[src/rpmh_regs.svh]
// Purpose: Register map, field positions, codes and timing figures of the protection message handler
// Assumes: APB byte addresses, one 32-bit word per register
// Notes:   Definitions only
`ifndef RPMH_REGS_SVH
`define RPMH_REGS_SVH
`define RPMH_A_CTRL     8'h00
`define RPMH_A_FAST     8'h04
`define RPMH_A_SLOW     8'h08
`define RPMH_A_CMD      8'h0c
`define RPMH_A_STAT     8'h10
`define RPMH_A_RXI      8'h14
`define RPMH_A_MACL     8'h18
`define RPMH_A_MACH     8'h1c
`define RPMH_B_EN       0
`define RPMH_B_WCAP     1
`define RPMH_B_WRAPPED  2
`define RPMH_B_STEER    3
`define RPMH_B_REQ0     4
`define RPMH_B_REQ1     8
`define RPMH_B_DISC     0
`define RPMH_B_NEWST    1
`define RPMH_B_WC       7
`define RPMH_B_WSC      6
`define RPMH_B_RSVD     5
`define RPMH_B_PI       4
`define RPMH_REQ_FS     4'hd
`define RPMH_REQ_SF     4'hb
`define RPMH_REQ_SD     4'h8
`define RPMH_REQ_MS     4'h6
`define RPMH_REQ_WTR    4'h5
`define RPMH_REQ_IDLE   4'h0
`define RPMH_CTYPE      8'h02
`define RPMH_BCAST      48'hffff_ffff_ffff
`define RPMH_FAST_DEF   5'h0a
`define RPMH_FAST_MIN   5'h01
`define RPMH_FAST_MAX   5'h14
`define RPMH_SLOW_DEF   8'h02
`define RPMH_SLOW_MIN   8'h01
`define RPMH_SLOW_MAX   8'hc8
`define RPMH_SLOW_STEP  14'h0032
`define RPMH_FAST_CNT   4'h8
`define RPMH_MS_NS      1000000
`define RPMH_CLK_NS     50
`endif

[src/rpmh_pkg.sv]
// Purpose: Types of the protection message handler
// Assumes: Constants come from rpmh_regs.svh
// Notes:   All module state sits in one packed struct
package rpmh_pkg;
  typedef enum logic [1:0] {ST_WAIT, ST_SEND0, ST_SEND1} rpmh_st_e;
  typedef struct packed {
    logic        en;
    logic        wcap;
    logic        wrapped;
    logic        steer;
    logic [3:0]  req0;
    logic [3:0]  req1;
    logic [4:0]  fast;
    logic [7:0]  slow;
    logic [47:0] mac;
    rpmh_st_e    st;
    logic        pend;
    logic [3:0]  fcnt;
    logic [19:0] mscnt;
    logic [13:0] per;
    logic [5:0]  cin;
    logic [6:0]  sent;
    logic [7:0]  seq;
    logic [7:0]  tx_byte;
    logic        tx_pi1;
    logic        upd;
    logic        topo_rl;
    logic [7:0]  topo_byte;
    logic [7:0]  topo_seq;
    logic [47:0] topo_sa;
    logic        disc;
    logic        strip;
    logic [1:0]  miscab;
    logic [1:0]  nonop;
    logic        rdy;
    logic [31:0] rdata;
  } rpmh_state_s;
endpackage

[src/rpmh_handler.sv]
// Purpose: Builds, schedules, sends and receives ring protection messages
// Assumes: Single clock, APB register access, sequence check done by the topology store
// Notes:   Contract
// Contract
// - Broadcast destination, own source address
// - Wrap-eligible header bit always zero
// - Control kind field equals two
// - Sent on every ringlet, max TTL, source strips
// - Wrap capable bit reflects capability
// - Wrap status one when wrapped, zero steering
// - Bit five reserved, no meaning
// - Path indicator zero short, one long
// - Short path opposite ringlet, long same ringlet
// - Request type codes as listed
// - Sequence increments only on content change
// - Send on discovery, change, new station, periodically
// - Capability change waits for periodic send
// - Fast period 1 to 20 ms
// - First eight messages at fast spacing
// - Slow period 50 ms to 10 s
// - Triggers restart fast phase, then slow
// - Same-ringlet message updates topology if sequence ok
// - Neighbour ringlet mismatch: discard, link down, error
// - Wrapped station strips, never wraps messages
// - Messages flow in any protection state
// - Request priority FS, SF, SD, MS, WAIT_TO_RESTORE
// - Correct ringlet from neighbour clears miscabling
//
// Design decisions made here: register access over APB and the placing of the registers.
`timescale 1ns/100ps
`include "rpmh_regs.svh"
module rpmh_handler #(
  parameter int         P_MS_CYC = `RPMH_MS_NS / `RPMH_CLK_NS,
  parameter logic [7:0] P_MAXST  = 8'hff
) (
  input  wire logic        I_CLK,
  input  wire logic        I_RSTN,
  input  wire logic        I_PSEL,
  input  wire logic        I_PENABLE,
  input  wire logic        I_PWRITE,
  input  wire logic [7:0]  I_PADDR,
  input  wire logic [31:0] I_PWDATA,
  output logic      [31:0] O_PRDATA,
  output logic             O_PREADY,
  output logic             O_PSLVERR,
  output logic             O_TX_VALID,
  input  wire logic        I_TX_READY,
  output logic             O_TX_RINGLET,
  output logic      [47:0] O_TX_DA,
  output logic      [47:0] O_TX_SA,
  output logic             O_TX_WE,
  output logic      [7:0]  O_TX_CTYPE,
  output logic      [7:0]  O_TX_TTL,
  output logic             O_TX_STRIP,
  output logic      [7:0]  O_TX_PBYTE,
  output logic      [7:0]  O_TX_SEQ,
  input  wire logic        I_RX_VALID,
  input  wire logic        I_RX_RINGLET,
  input  wire logic        I_RX_RID,
  input  wire logic [7:0]  I_RX_TTL,
  input  wire logic [7:0]  I_RX_CTYPE,
  input  wire logic [47:0] I_RX_SA,
  input  wire logic [7:0]  I_RX_PBYTE,
  input  wire logic [7:0]  I_RX_SEQ,
  input  wire logic        I_RX_SEQ_OK,
  output logic             O_TOPO_UPD,
  output logic             O_TOPO_RINGLET,
  output logic      [7:0]  O_TOPO_PBYTE,
  output logic      [7:0]  O_TOPO_SEQ,
  output logic      [47:0] O_TOPO_SA,
  output logic             O_RX_DISCARD,
  output logic             O_RX_STRIP,
  output logic      [1:0]  O_MISCABLE,
  output logic      [1:0]  O_LINK_NONOP
);
  import rpmh_pkg::*;

  localparam logic [19:0] MS_LAST = 20'(P_MS_CYC - 1);

  // Rank of a request type, higher wins
  function automatic logic [2:0] req_rank(input logic [3:0] r);
    case (r)
      `RPMH_REQ_FS:  req_rank = 3'h5;
      `RPMH_REQ_SF:  req_rank = 3'h4;
      `RPMH_REQ_SD:  req_rank = 3'h3;
      `RPMH_REQ_MS:  req_rank = 3'h2;
      `RPMH_REQ_WTR: req_rank = 3'h1;
      default:       req_rank = 3'h0;
    endcase
  endfunction

  function automatic logic mapped(input logic [7:0] a);
    mapped = (a == `RPMH_A_CTRL) || (a == `RPMH_A_FAST) || (a == `RPMH_A_SLOW) ||
             (a == `RPMH_A_CMD)  || (a == `RPMH_A_STAT) || (a == `RPMH_A_RXI)  ||
             (a == `RPMH_A_MACL) || (a == `RPMH_A_MACH);
  endfunction

  localparam rpmh_state_s RST = '{
    en: 1'b0, wcap: 1'b0, wrapped: 1'b0, steer: 1'b0,
    req0: `RPMH_REQ_IDLE, req1: `RPMH_REQ_IDLE,
    fast: `RPMH_FAST_DEF, slow: `RPMH_SLOW_DEF, mac: 48'h0,
    st: ST_WAIT, pend: 1'b0, fcnt: 4'h0, mscnt: 20'h0, per: 14'h0,
    cin: 6'h0, sent: 7'h0, seq: 8'h00, tx_byte: 8'h00, tx_pi1: 1'b0,
    upd: 1'b0, topo_rl: 1'b0, topo_byte: 8'h00, topo_seq: 8'h00,
    topo_sa: 48'h0, disc: 1'b0, strip: 1'b0, miscab: 2'h0, nonop: 2'h0,
    rdy: 1'b0, rdata: 32'h0};

  rpmh_state_s s_r;
  rpmh_state_s s_nxt;

  logic        side_w;
  logic [3:0]  req_w;
  logic        wrap_status_field;
  logic [5:0]  cin;
  logic        trig;
  logic        acc;
  logic        wr;
  logic        wr_pend;
  logic [13:0] target;
  logic        expire;
  logic        rx_ok;
  logic        rx_nb;
  logic        pi0;
  logic        pi1;

  always_comb begin
    side_w = req_rank(s_r.req1) > req_rank(s_r.req0);
    req_w  = side_w ? s_r.req1 : s_r.req0;
    wrap_status_field    = s_r.wrapped & ~s_r.steer;
    // Capability bit kept out of the trigger content
    cin    = {req_w, side_w, wrap_status_field};
    trig   = s_r.en && (cin != s_r.cin);
    acc    = I_PSEL && I_PENABLE && !s_r.rdy;
    // Writes land at the edge where the ready answer is sampled
    wr     = I_PSEL && I_PENABLE && s_r.rdy && I_PWRITE;
    wr_pend = wr && (((I_PADDR == `RPMH_A_CMD) && s_r.en &&
                      (I_PWDATA[`RPMH_B_DISC] || I_PWDATA[`RPMH_B_NEWST])) ||
                     ((I_PADDR == `RPMH_A_CTRL) && I_PWDATA[`RPMH_B_EN] && !s_r.en));
    target = (s_r.fcnt < `RPMH_FAST_CNT) ? {9'h0, s_r.fast} :
             14'(s_r.slow * `RPMH_SLOW_STEP);
    expire = (s_r.mscnt == MS_LAST) && (s_r.per >= target - 14'h1);
    // Long path goes out on the ringlet whose link holds the request
    pi0    = (req_w != `RPMH_REQ_IDLE) && !side_w;
    pi1    = (req_w != `RPMH_REQ_IDLE) && side_w;
    rx_ok  = I_RX_VALID && (I_RX_CTYPE == `RPMH_CTYPE);
    rx_nb  = I_RX_TTL == P_MAXST;
  end

  always_comb begin
    s_nxt     = s_r;
    s_nxt.cin = cin;
    s_nxt.rdy = acc;
    s_nxt.upd = 1'b0;
    s_nxt.disc = 1'b0;
    s_nxt.strip = 1'b0;
    if (acc) begin
      case (I_PADDR)
        `RPMH_A_CTRL: s_nxt.rdata = {20'h0, s_r.req1, s_r.req0, s_r.steer, s_r.wrapped, s_r.wcap, s_r.en};
        `RPMH_A_FAST: s_nxt.rdata = {27'h0, s_r.fast};
        `RPMH_A_SLOW: s_nxt.rdata = {24'h0, s_r.slow};
        `RPMH_A_STAT: s_nxt.rdata = {16'h0, s_r.fcnt, s_r.nonop, s_r.miscab, s_r.seq};
        `RPMH_A_RXI:  s_nxt.rdata = {15'h0, s_r.topo_rl, s_r.topo_seq, s_r.topo_byte};
        `RPMH_A_MACL: s_nxt.rdata = s_r.mac[31:0];
        `RPMH_A_MACH: s_nxt.rdata = {16'h0, s_r.mac[47:32]};
        default:      s_nxt.rdata = 32'h0;
      endcase
    end
    if (trig) begin
      s_nxt.pend = 1'b1;
    end
    if (wr) begin
      case (I_PADDR)
        `RPMH_A_CTRL: begin
          s_nxt.en      = I_PWDATA[`RPMH_B_EN];
          s_nxt.wcap    = I_PWDATA[`RPMH_B_WCAP];
          s_nxt.wrapped = I_PWDATA[`RPMH_B_WRAPPED];
          s_nxt.steer   = I_PWDATA[`RPMH_B_STEER];
          s_nxt.req0    = I_PWDATA[`RPMH_B_REQ0 +: 4];
          s_nxt.req1    = I_PWDATA[`RPMH_B_REQ1 +: 4];
          // Enabling is initialisation and starts a fast phase
          if (I_PWDATA[`RPMH_B_EN] && !s_r.en) begin
            s_nxt.pend = 1'b1;
          end
        end
        `RPMH_A_FAST: begin
          if (I_PWDATA[4:0] >= `RPMH_FAST_MIN && I_PWDATA[4:0] <= `RPMH_FAST_MAX &&
              I_PWDATA[31:5] == 27'h0) begin
            s_nxt.fast = I_PWDATA[4:0];
          end
        end
        `RPMH_A_SLOW: begin
          if (I_PWDATA[7:0] >= `RPMH_SLOW_MIN && I_PWDATA[7:0] <= `RPMH_SLOW_MAX &&
              I_PWDATA[31:8] == 24'h0) begin
            s_nxt.slow = I_PWDATA[7:0];
          end
        end
        `RPMH_A_CMD: begin
          if (s_r.en && (I_PWDATA[`RPMH_B_DISC] || I_PWDATA[`RPMH_B_NEWST])) begin
            s_nxt.pend = 1'b1;
          end
        end
        `RPMH_A_MACL: s_nxt.mac[31:0] = I_PWDATA;
        `RPMH_A_MACH: s_nxt.mac[47:32] = I_PWDATA[15:0];
        default: ;
      endcase
    end
    case (s_r.st)
      ST_WAIT: begin
        if (s_r.en) begin
          s_nxt.mscnt = (s_r.mscnt == MS_LAST) ? 20'h0 : s_r.mscnt + 20'h1;
          if (s_r.mscnt == MS_LAST) begin
            s_nxt.per = s_r.per + 14'h1;
          end
        end else begin
          s_nxt.mscnt = 20'h0;
          s_nxt.per   = 14'h0;
        end
        if (s_r.en && (s_r.pend || trig || expire)) begin
          if (s_r.pend || trig) begin
            s_nxt.fcnt = 4'h0;
          end
          // A trigger written in this very cycle must survive the send start
          s_nxt.pend = wr_pend;
          if ({s_r.wcap, cin} != s_r.sent) begin
            s_nxt.seq = s_r.seq + 8'h01;
          end
          s_nxt.sent    = {s_r.wcap, cin};
          s_nxt.tx_byte = {s_r.wcap, wrap_status_field, 1'b0, pi0, req_w};
          s_nxt.tx_pi1  = pi1;
          s_nxt.st      = ST_SEND0;
        end
      end
      ST_SEND0: begin
        if (I_TX_READY) begin
          s_nxt.tx_byte[`RPMH_B_PI] = s_r.tx_pi1;
          s_nxt.st = ST_SEND1;
        end
      end
      ST_SEND1: begin
        if (I_TX_READY) begin
          s_nxt.st    = ST_WAIT;
          s_nxt.mscnt = 20'h0;
          s_nxt.per   = 14'h0;
          if (s_r.fcnt < `RPMH_FAST_CNT) begin
            s_nxt.fcnt = s_r.fcnt + 4'h1;
          end
        end
      end
      default: s_nxt.st = ST_WAIT;
    endcase
    // Receive side works whatever the protection state
    if (rx_ok) begin
      s_nxt.strip = s_r.wrapped || (I_RX_SA == s_r.mac);
      if (I_RX_RID != I_RX_RINGLET) begin
        s_nxt.disc = 1'b1;
        if (rx_nb) begin
          s_nxt.nonop[I_RX_RINGLET]  = 1'b1;
          s_nxt.miscab[I_RX_RINGLET] = 1'b1;
        end
      end else begin
        if (rx_nb && s_r.miscab[I_RX_RINGLET]) begin
          s_nxt.miscab[I_RX_RINGLET] = 1'b0;
          s_nxt.nonop[I_RX_RINGLET]  = 1'b0;
        end
        if (I_RX_SEQ_OK) begin
          s_nxt.upd       = 1'b1;
          s_nxt.topo_rl   = I_RX_RINGLET;
          // Reserved bit is dropped before the topology store sees it
          s_nxt.topo_byte = I_RX_PBYTE & ~(8'h01 << `RPMH_B_RSVD);
          s_nxt.topo_seq  = I_RX_SEQ;
          s_nxt.topo_sa   = I_RX_SA;
        end
      end
    end
  end

  always_ff @(posedge I_CLK or negedge I_RSTN) begin
    if (!I_RSTN) begin
      s_r <= RST;
    end else begin
      s_r <= s_nxt;
    end
  end

  assign O_PRDATA       = s_r.rdata;
  assign O_PREADY       = I_PSEL && I_PENABLE && s_r.rdy;
  assign O_PSLVERR      = O_PREADY && !mapped(I_PADDR);
  assign O_TX_VALID     = (s_r.st == ST_SEND0) || (s_r.st == ST_SEND1);
  assign O_TX_RINGLET   = s_r.st == ST_SEND1;
  assign O_TX_DA        = `RPMH_BCAST;
  assign O_TX_SA        = s_r.mac;
  assign O_TX_WE        = 1'b0;
  assign O_TX_CTYPE     = `RPMH_CTYPE;
  assign O_TX_TTL       = P_MAXST;
  assign O_TX_STRIP     = 1'b1;
  assign O_TX_PBYTE     = s_r.tx_byte;
  assign O_TX_SEQ       = s_r.seq;
  assign O_TOPO_UPD     = s_r.upd;
  assign O_TOPO_RINGLET = s_r.topo_rl;
  assign O_TOPO_PBYTE   = s_r.topo_byte;
  assign O_TOPO_SEQ     = s_r.topo_seq;
  assign O_TOPO_SA      = s_r.topo_sa;
  assign O_RX_DISCARD   = s_r.disc;
  assign O_RX_STRIP     = s_r.strip;
  assign O_MISCABLE     = s_r.miscab;
  assign O_LINK_NONOP   = s_r.nonop;
endmodule

[config.mk]
export PLATFORM = sky130hd
export DESIGN_NAME = rpmh_handler
export DESIGN_NICKNAME = d
export VERILOG_FILES = /design/src/rpmh_pkg.sv /design/src/rpmh_handler.sv
export VERILOG_INCLUDE_DIRS = /design/src
export SDC_FILE = /design/constraint.sdc
export NUM_CORES = 1
export LEC_CHECK = 0
export BUFFER_PORTS_ARGS = -buffer_cell sky130_fd_sc_hd__clkbuf_2
export CAP_MARGIN = 5
export CORE_MARGIN = 2
export CORE_UTILIZATION = 45
export DETAILED_ROUTE_END_ITERATION = 8
export PLACE_DENSITY = 0.7
export REMOVE_ABC_BUFFERS = 1
export SKIP_CTS_REPAIR_TIMING = 1
export SYNTH_ARGS = -nofsm -noshare
export SYNTH_HDL_FRONTEND = slang
export SYNTH_SLANG_ARGS = --single-unit
[constraint.sdc]
create_clock -name I_CLK -period 6 [get_ports I_CLK]
set_clock_uncertainty 0.2 [all_clocks]
set_input_delay 0.6 -clock I_CLK [delete_from_list [all_inputs] [get_ports I_CLK]]
set_output_delay 0.6 -clock I_CLK [all_outputs]
set_load 0.01 [all_outputs]
==> summary.md <==
| Metric | Value |
|---|---|
| Run status | complete, no violations |
| Cell type with the largest total area after synthesis | sky130_fd_sc_hd__dfrtp_1 |
| Number of cell instances on the worst register-to-register path | 21 |
| TritonCTS clock tree | done |
| Startpoint of the most critical hold path | I_RX_SEQ[2] |
| Final Cycle Share | 0.934 |
| Worst Hold Depth | 2 |
| Routability cong. | 0.914 |
| Start point of the critical path | s_r[226]$_DFFE_PN0P_ |
| Clock slew at reported path FFs | 60 ps |
| All-layer global routing usage | 0.234 |
| Quantity of I/O buffers inserted on ports | 298 |
| Reg2reg end | s_r[128]$_DFFE_PN0P_ |
| Number of cells after detailed placement | 1896 |
| Total number of yosys warnings | 0 |
| Total Negative Setup Slacks | 0 ps |
| Worst setup endpoint | s_r[128]$_DFFE_PN0P_ |
| Number of global-route vias before repair | 10600 |
| Die boundary width | 183 microns |
| Maximum number of pins on one net before global-route repair | 142 |
| Max Transition Viols Final | 0 |
| Layout Nets | 1716 |
| Number of enable-type register cells in the synthesized netlist | 0 |
| Maximum root-to-sink buffer count | 3 |
| Predominant post-synthesis flop cell | sky130_fd_sc_hd__dfrtp_1 |
| Share of post-route cells with drive strength above 1 | 0.339 |
| Maximum clock frequency | between 0.15 and 0.2 GHz |
| Total of flip-flops plus latches after synthesis | 239 |
| Worst vdd rail ir drop | ~0.21 mV |
| Leak pwr | 8.20 nW |
| Floorplan row count | 65 |
| Fraction of the yosys area taken by sequential cells | 0.417 |
| Setup repair after global routing missed its margin | no |
| Post-synth top area share | 0.412 |
| CP required | 6250 ps |
| Number of vias in the routed layout | 10700 |
| H-tree level count | 1 |
| Distinct cell type count after synthesis | 74 |
| Total routed wirelength | 40000 microns |
| Area added between synthesis and finish | 10.9% |
| Critical Path AT | 5850 ps |
| Finished Layout Cells | 1955 |
| DR iter-0 viols | around 850 |
| Most numerous cell in the Yosys netlist | sky130_fd_sc_hd__dfrtp_1 |
| Flop-to-flop setup slack | between 300 and 400 ps |
| Cell types occupying the most area after synthesis | sky130_fd_sc_hd__dfrtp_1 (41%), sky130_fd_sc_hd__buf_4 (12%), sky130_fd_sc_hd__mux2_2 (11%), sky130_fd_sc_hd__ha_1 (4.7%), sky130_fd_sc_hd__xnor2_1 (4.2%) |
| Max Cap Viol | 0 |
| Core footprint | 0.0315 sq mm |
| Type of element launching the critical path | register |
| Cell count after synthesis | 1391 |
| Residual antenna-violating net count after detailed routing | 0 |
| Rel. slew slack | 0.191 |
| CP max FO | 14 |
| Starting density of the core | 0.456 |
| First-pass iteration count of the detailed router | 5 |
| Min-Delay Path Class | primary input to register |
| Netlist area before placement | between 0.01 and 0.015 sq mm |
| Top cell types by occurrence after synthesis | sky130_fd_sc_hd__dfrtp_1 (236), sky130_fd_sc_hd__buf_4 (231), sky130_fd_sc_hd__mux2_2 (138), sky130_fd_sc_hd__nand2_1 (110), sky130_fd_sc_hd__xnor2_1 (69) |
| Worst path setup slack after routing | roughly 400 ps |
| Pwr dens | 245 mW/mm^2 |
| Mean number of vias per cell | 5.48 |
| Clock latency of the later-clocked register in the worst-skew pair | 580 ps |
| Startpoint of the worst-slack reg-to-reg timing path | s_r[226]$_DFFE_PN0P_ |
| Initial antenna violation count | 2 |
| Post-Place Worst Slack | 99.0 ps |
| Setup Viol. Count Final | 0 |
| Avg Synthesized Cell Area | 10.3 sq um |
| Worst-margin pin slew | between 1000 and 1500 ps |
| Setup crit end kind | register |
| Remaining design rule violation count | 0 |
| Dpl hpwl | 30600 microns |
| Height of the die | 183 microns |
| Post-synth ARST share | 1.00 |
| Clock period minus worst slack | roughly 5600 ps |
| Crit path kind | register to register |
| Clock root buffer | sky130_fd_sc_hd__clkbuf_16 |
| Clk sink count | around 240 |
| Total clock buffers created by CTS | 28 |
| Hold violation total from the final report | 0 |
| Die area | 0.0333 sq mm |
| Boundary pin count | 368 |
| Global-route wire length before repair | 61100 microns |
| Routed WL per cell | about 20 microns |
| Total overflow reported by the global router | 0 |
-- worst min-delay path by stage --
stage | slack (ps) | endpoint
after floorplan | 100 | O_PRDATA[0]$_DFFE_PN0P_
after global placement | 250 | O_PRDATA[20]$_DFFE_PN0P_
after detailed placement | 260 | O_PRDATA[31]$_DFFE_PN0P_
after CTS | -120 | O_TOPO_SEQ[1]$_DFFE_PN0P_
after global routing | 70 | O_TOPO_SEQ[0]$_DFFE_PN0P_
final | 60 | O_TOPO_SEQ[2]$_DFFE_PN0P_
-- sequential cells by signal, summed over array words and instances (netlist names), named ones only --
register	flops
O_TX_SEQ	8
O_TOPO_RINGLET	1
O_TOPO_PBYTE	7
s_r	81
O_TX_PBYTE	1
O_TOPO_SA	48
O_TOPO_SEQ	8
O_PRDATA	32
O_TX_SA	48
O_RX_DISCARD	1
O_TOPO_UPD	1
O_RX_STRIP	1
-- logic make-up (layout without fill, tap and decap cells) --
| kind of cell | Yosys count | in the layout | synth area share |
|---|---|---|---|
| flops | 239 | 239 | 0.417 |
| xor+xnor | 96 | 96 | 0.0586 |
| compound gates | 187 | 187 | 0.0876 |
| buf+inv | 303 | 397 | 0.141 |
| simple gates | 349 | 349 | 0.120 |
| other cells | 2 | 70 | 0.000524 |
| mux | 158 | 158 | 0.124 |
| fa+ha+maj | 57 | 57 | 0.0513 |
-- cell type report --
type	instances	area, sq um
sequential	239	5980
multi-input combinational	915	6640
inverter	30	113
fill	2778	15600
clock buffer	37	774
timing repair buffer	315	1640
clock inverter	15	245
antenna	2	5.00
tap	402	503
-- metal layers --
| layer | vias up | global-route usage | routed length (microns) |
|---|---|---|---|
| li1 | 4879 | - | - |
| met1 | 5343 | 0.295 | 16300 |
| met2 | 428 | 0.407 | 19900 |
| met3 | 66 | 0.0461 | 2660 |
| met4 | 0 | 0.0710 | 1130 |
| met5 | - | 0 | 0 |
-- per-stage QoR --
stage,utilization,power [mW],hold WS [ps],instance area [sq um]
after global routing,0.506,4.03,65.3,15900
final,0.506,3.89,61.9,15900
after global placement,0.471,2.06,251,14800
after floorplan,-,1.87,104,12700
after detailed placement,0.471,2.07,256,14800
after CTS,0.503,3.92,-116,15800
-- critical path, stage by stage (launching register included) --
cell,delay [ps]
sky130_fd_sc_hd__dfrtp_1,450
sky130_fd_sc_hd__ha_1,330
sky130_fd_sc_hd__ha_1,330
sky130_fd_sc_hd__fa_1,480
sky130_fd_sc_hd__ha_1,370
sky130_fd_sc_hd__nor2b_1,160
sky130_fd_sc_hd__o21ai_1,180
sky130_fd_sc_hd__nor3b_1,200
sky130_fd_sc_hd__or3_1,180
sky130_fd_sc_hd__nand3_1,90
sky130_fd_sc_hd__nor2_1,160
sky130_fd_sc_hd__nand3_1,110
sky130_fd_sc_hd__xnor2_1,140
sky130_fd_sc_hd__ha_1,300
sky130_fd_sc_hd__a211oi_1,230
sky130_fd_sc_hd__o21ai_0,160
sky130_fd_sc_hd__a211oi_2,300
sky130_fd_sc_hd__a2111oi_4,140
sky130_fd_sc_hd__o31ai_4,220
sky130_fd_sc_hd__buf_4,190
sky130_fd_sc_hd__buf_4,200
sky130_fd_sc_hd__mux2_1,340
-- cell usage in the layout (no fill, tap or decap), types with 4 or more instances in the layout --
master	Yosys	routed
sky130_fd_sc_hd__nor3_1	21	20
sky130_fd_sc_hd__a21o_1	13	13
sky130_fd_sc_hd__clkbuf_8	0	4
sky130_fd_sc_hd__or4_1	4	4
sky130_fd_sc_hd__bufinv_16	0	5
sky130_fd_sc_hd__xor2_1	27	27
sky130_fd_sc_hd__nor2_1	60	58
sky130_fd_sc_hd__mux2i_1	11	11
sky130_fd_sc_hd__or3_1	7	7
sky130_fd_sc_hd__clkbuf_16	0	28
sky130_fd_sc_hd__nand2_1	110	110
sky130_fd_sc_hd__buf_4	231	15
sky130_fd_sc_hd__o22ai_1	4	4
sky130_fd_sc_hd__o31ai_1	9	9
sky130_fd_sc_hd__conb_1	2	68
sky130_fd_sc_hd__mux2_1	6	6
sky130_fd_sc_hd__nand3b_1	5	5
sky130_fd_sc_hd__inv_1	29	29
sky130_fd_sc_hd__and3_1	13	13
sky130_fd_sc_hd__a22oi_1	15	15
sky130_fd_sc_hd__o21ai_0	56	55
sky130_fd_sc_hd__a31oi_1	16	16
sky130_fd_sc_hd__nor3b_1	5	5
sky130_fd_sc_hd__mux2_2	138	138
sky130_fd_sc_hd__nand2b_1	12	12
sky130_fd_sc_hd__clkbuf_1	37	5
sky130_fd_sc_hd__nand3_1	49	49
sky130_fd_sc_hd__a221oi_1	6	6
sky130_fd_sc_hd__nor2b_1	9	9
sky130_fd_sc_hd__dfrtp_1	236	236
sky130_fd_sc_hd__nand4_1	20	20
sky130_fd_sc_hd__a222oi_1	7	7
sky130_fd_sc_hd__a21oi_1	27	27
sky130_fd_sc_hd__xnor2_1	69	69
sky130_fd_sc_hd__a22o_1	5	5
sky130_fd_sc_hd__ha_1	54	54
sky130_fd_sc_hd__clkbuf_2	0	297
sky130_fd_sc_hd__nor4_1	16	15
-- where the power goes --
| part | switching [mW] | leakage [nW] | internal [mW] |
|---|---|---|---|
| Combinational | 0.266 | 4.39 | 0.121 |
| Sequential | 0.0206 | 3.31 | 1.63 |
| Clock | 0.722 | 0.491 | 1.13 |
| Total | 1.01 | 8.20 | 2.88 |
(Power assumes the default switching activity.)
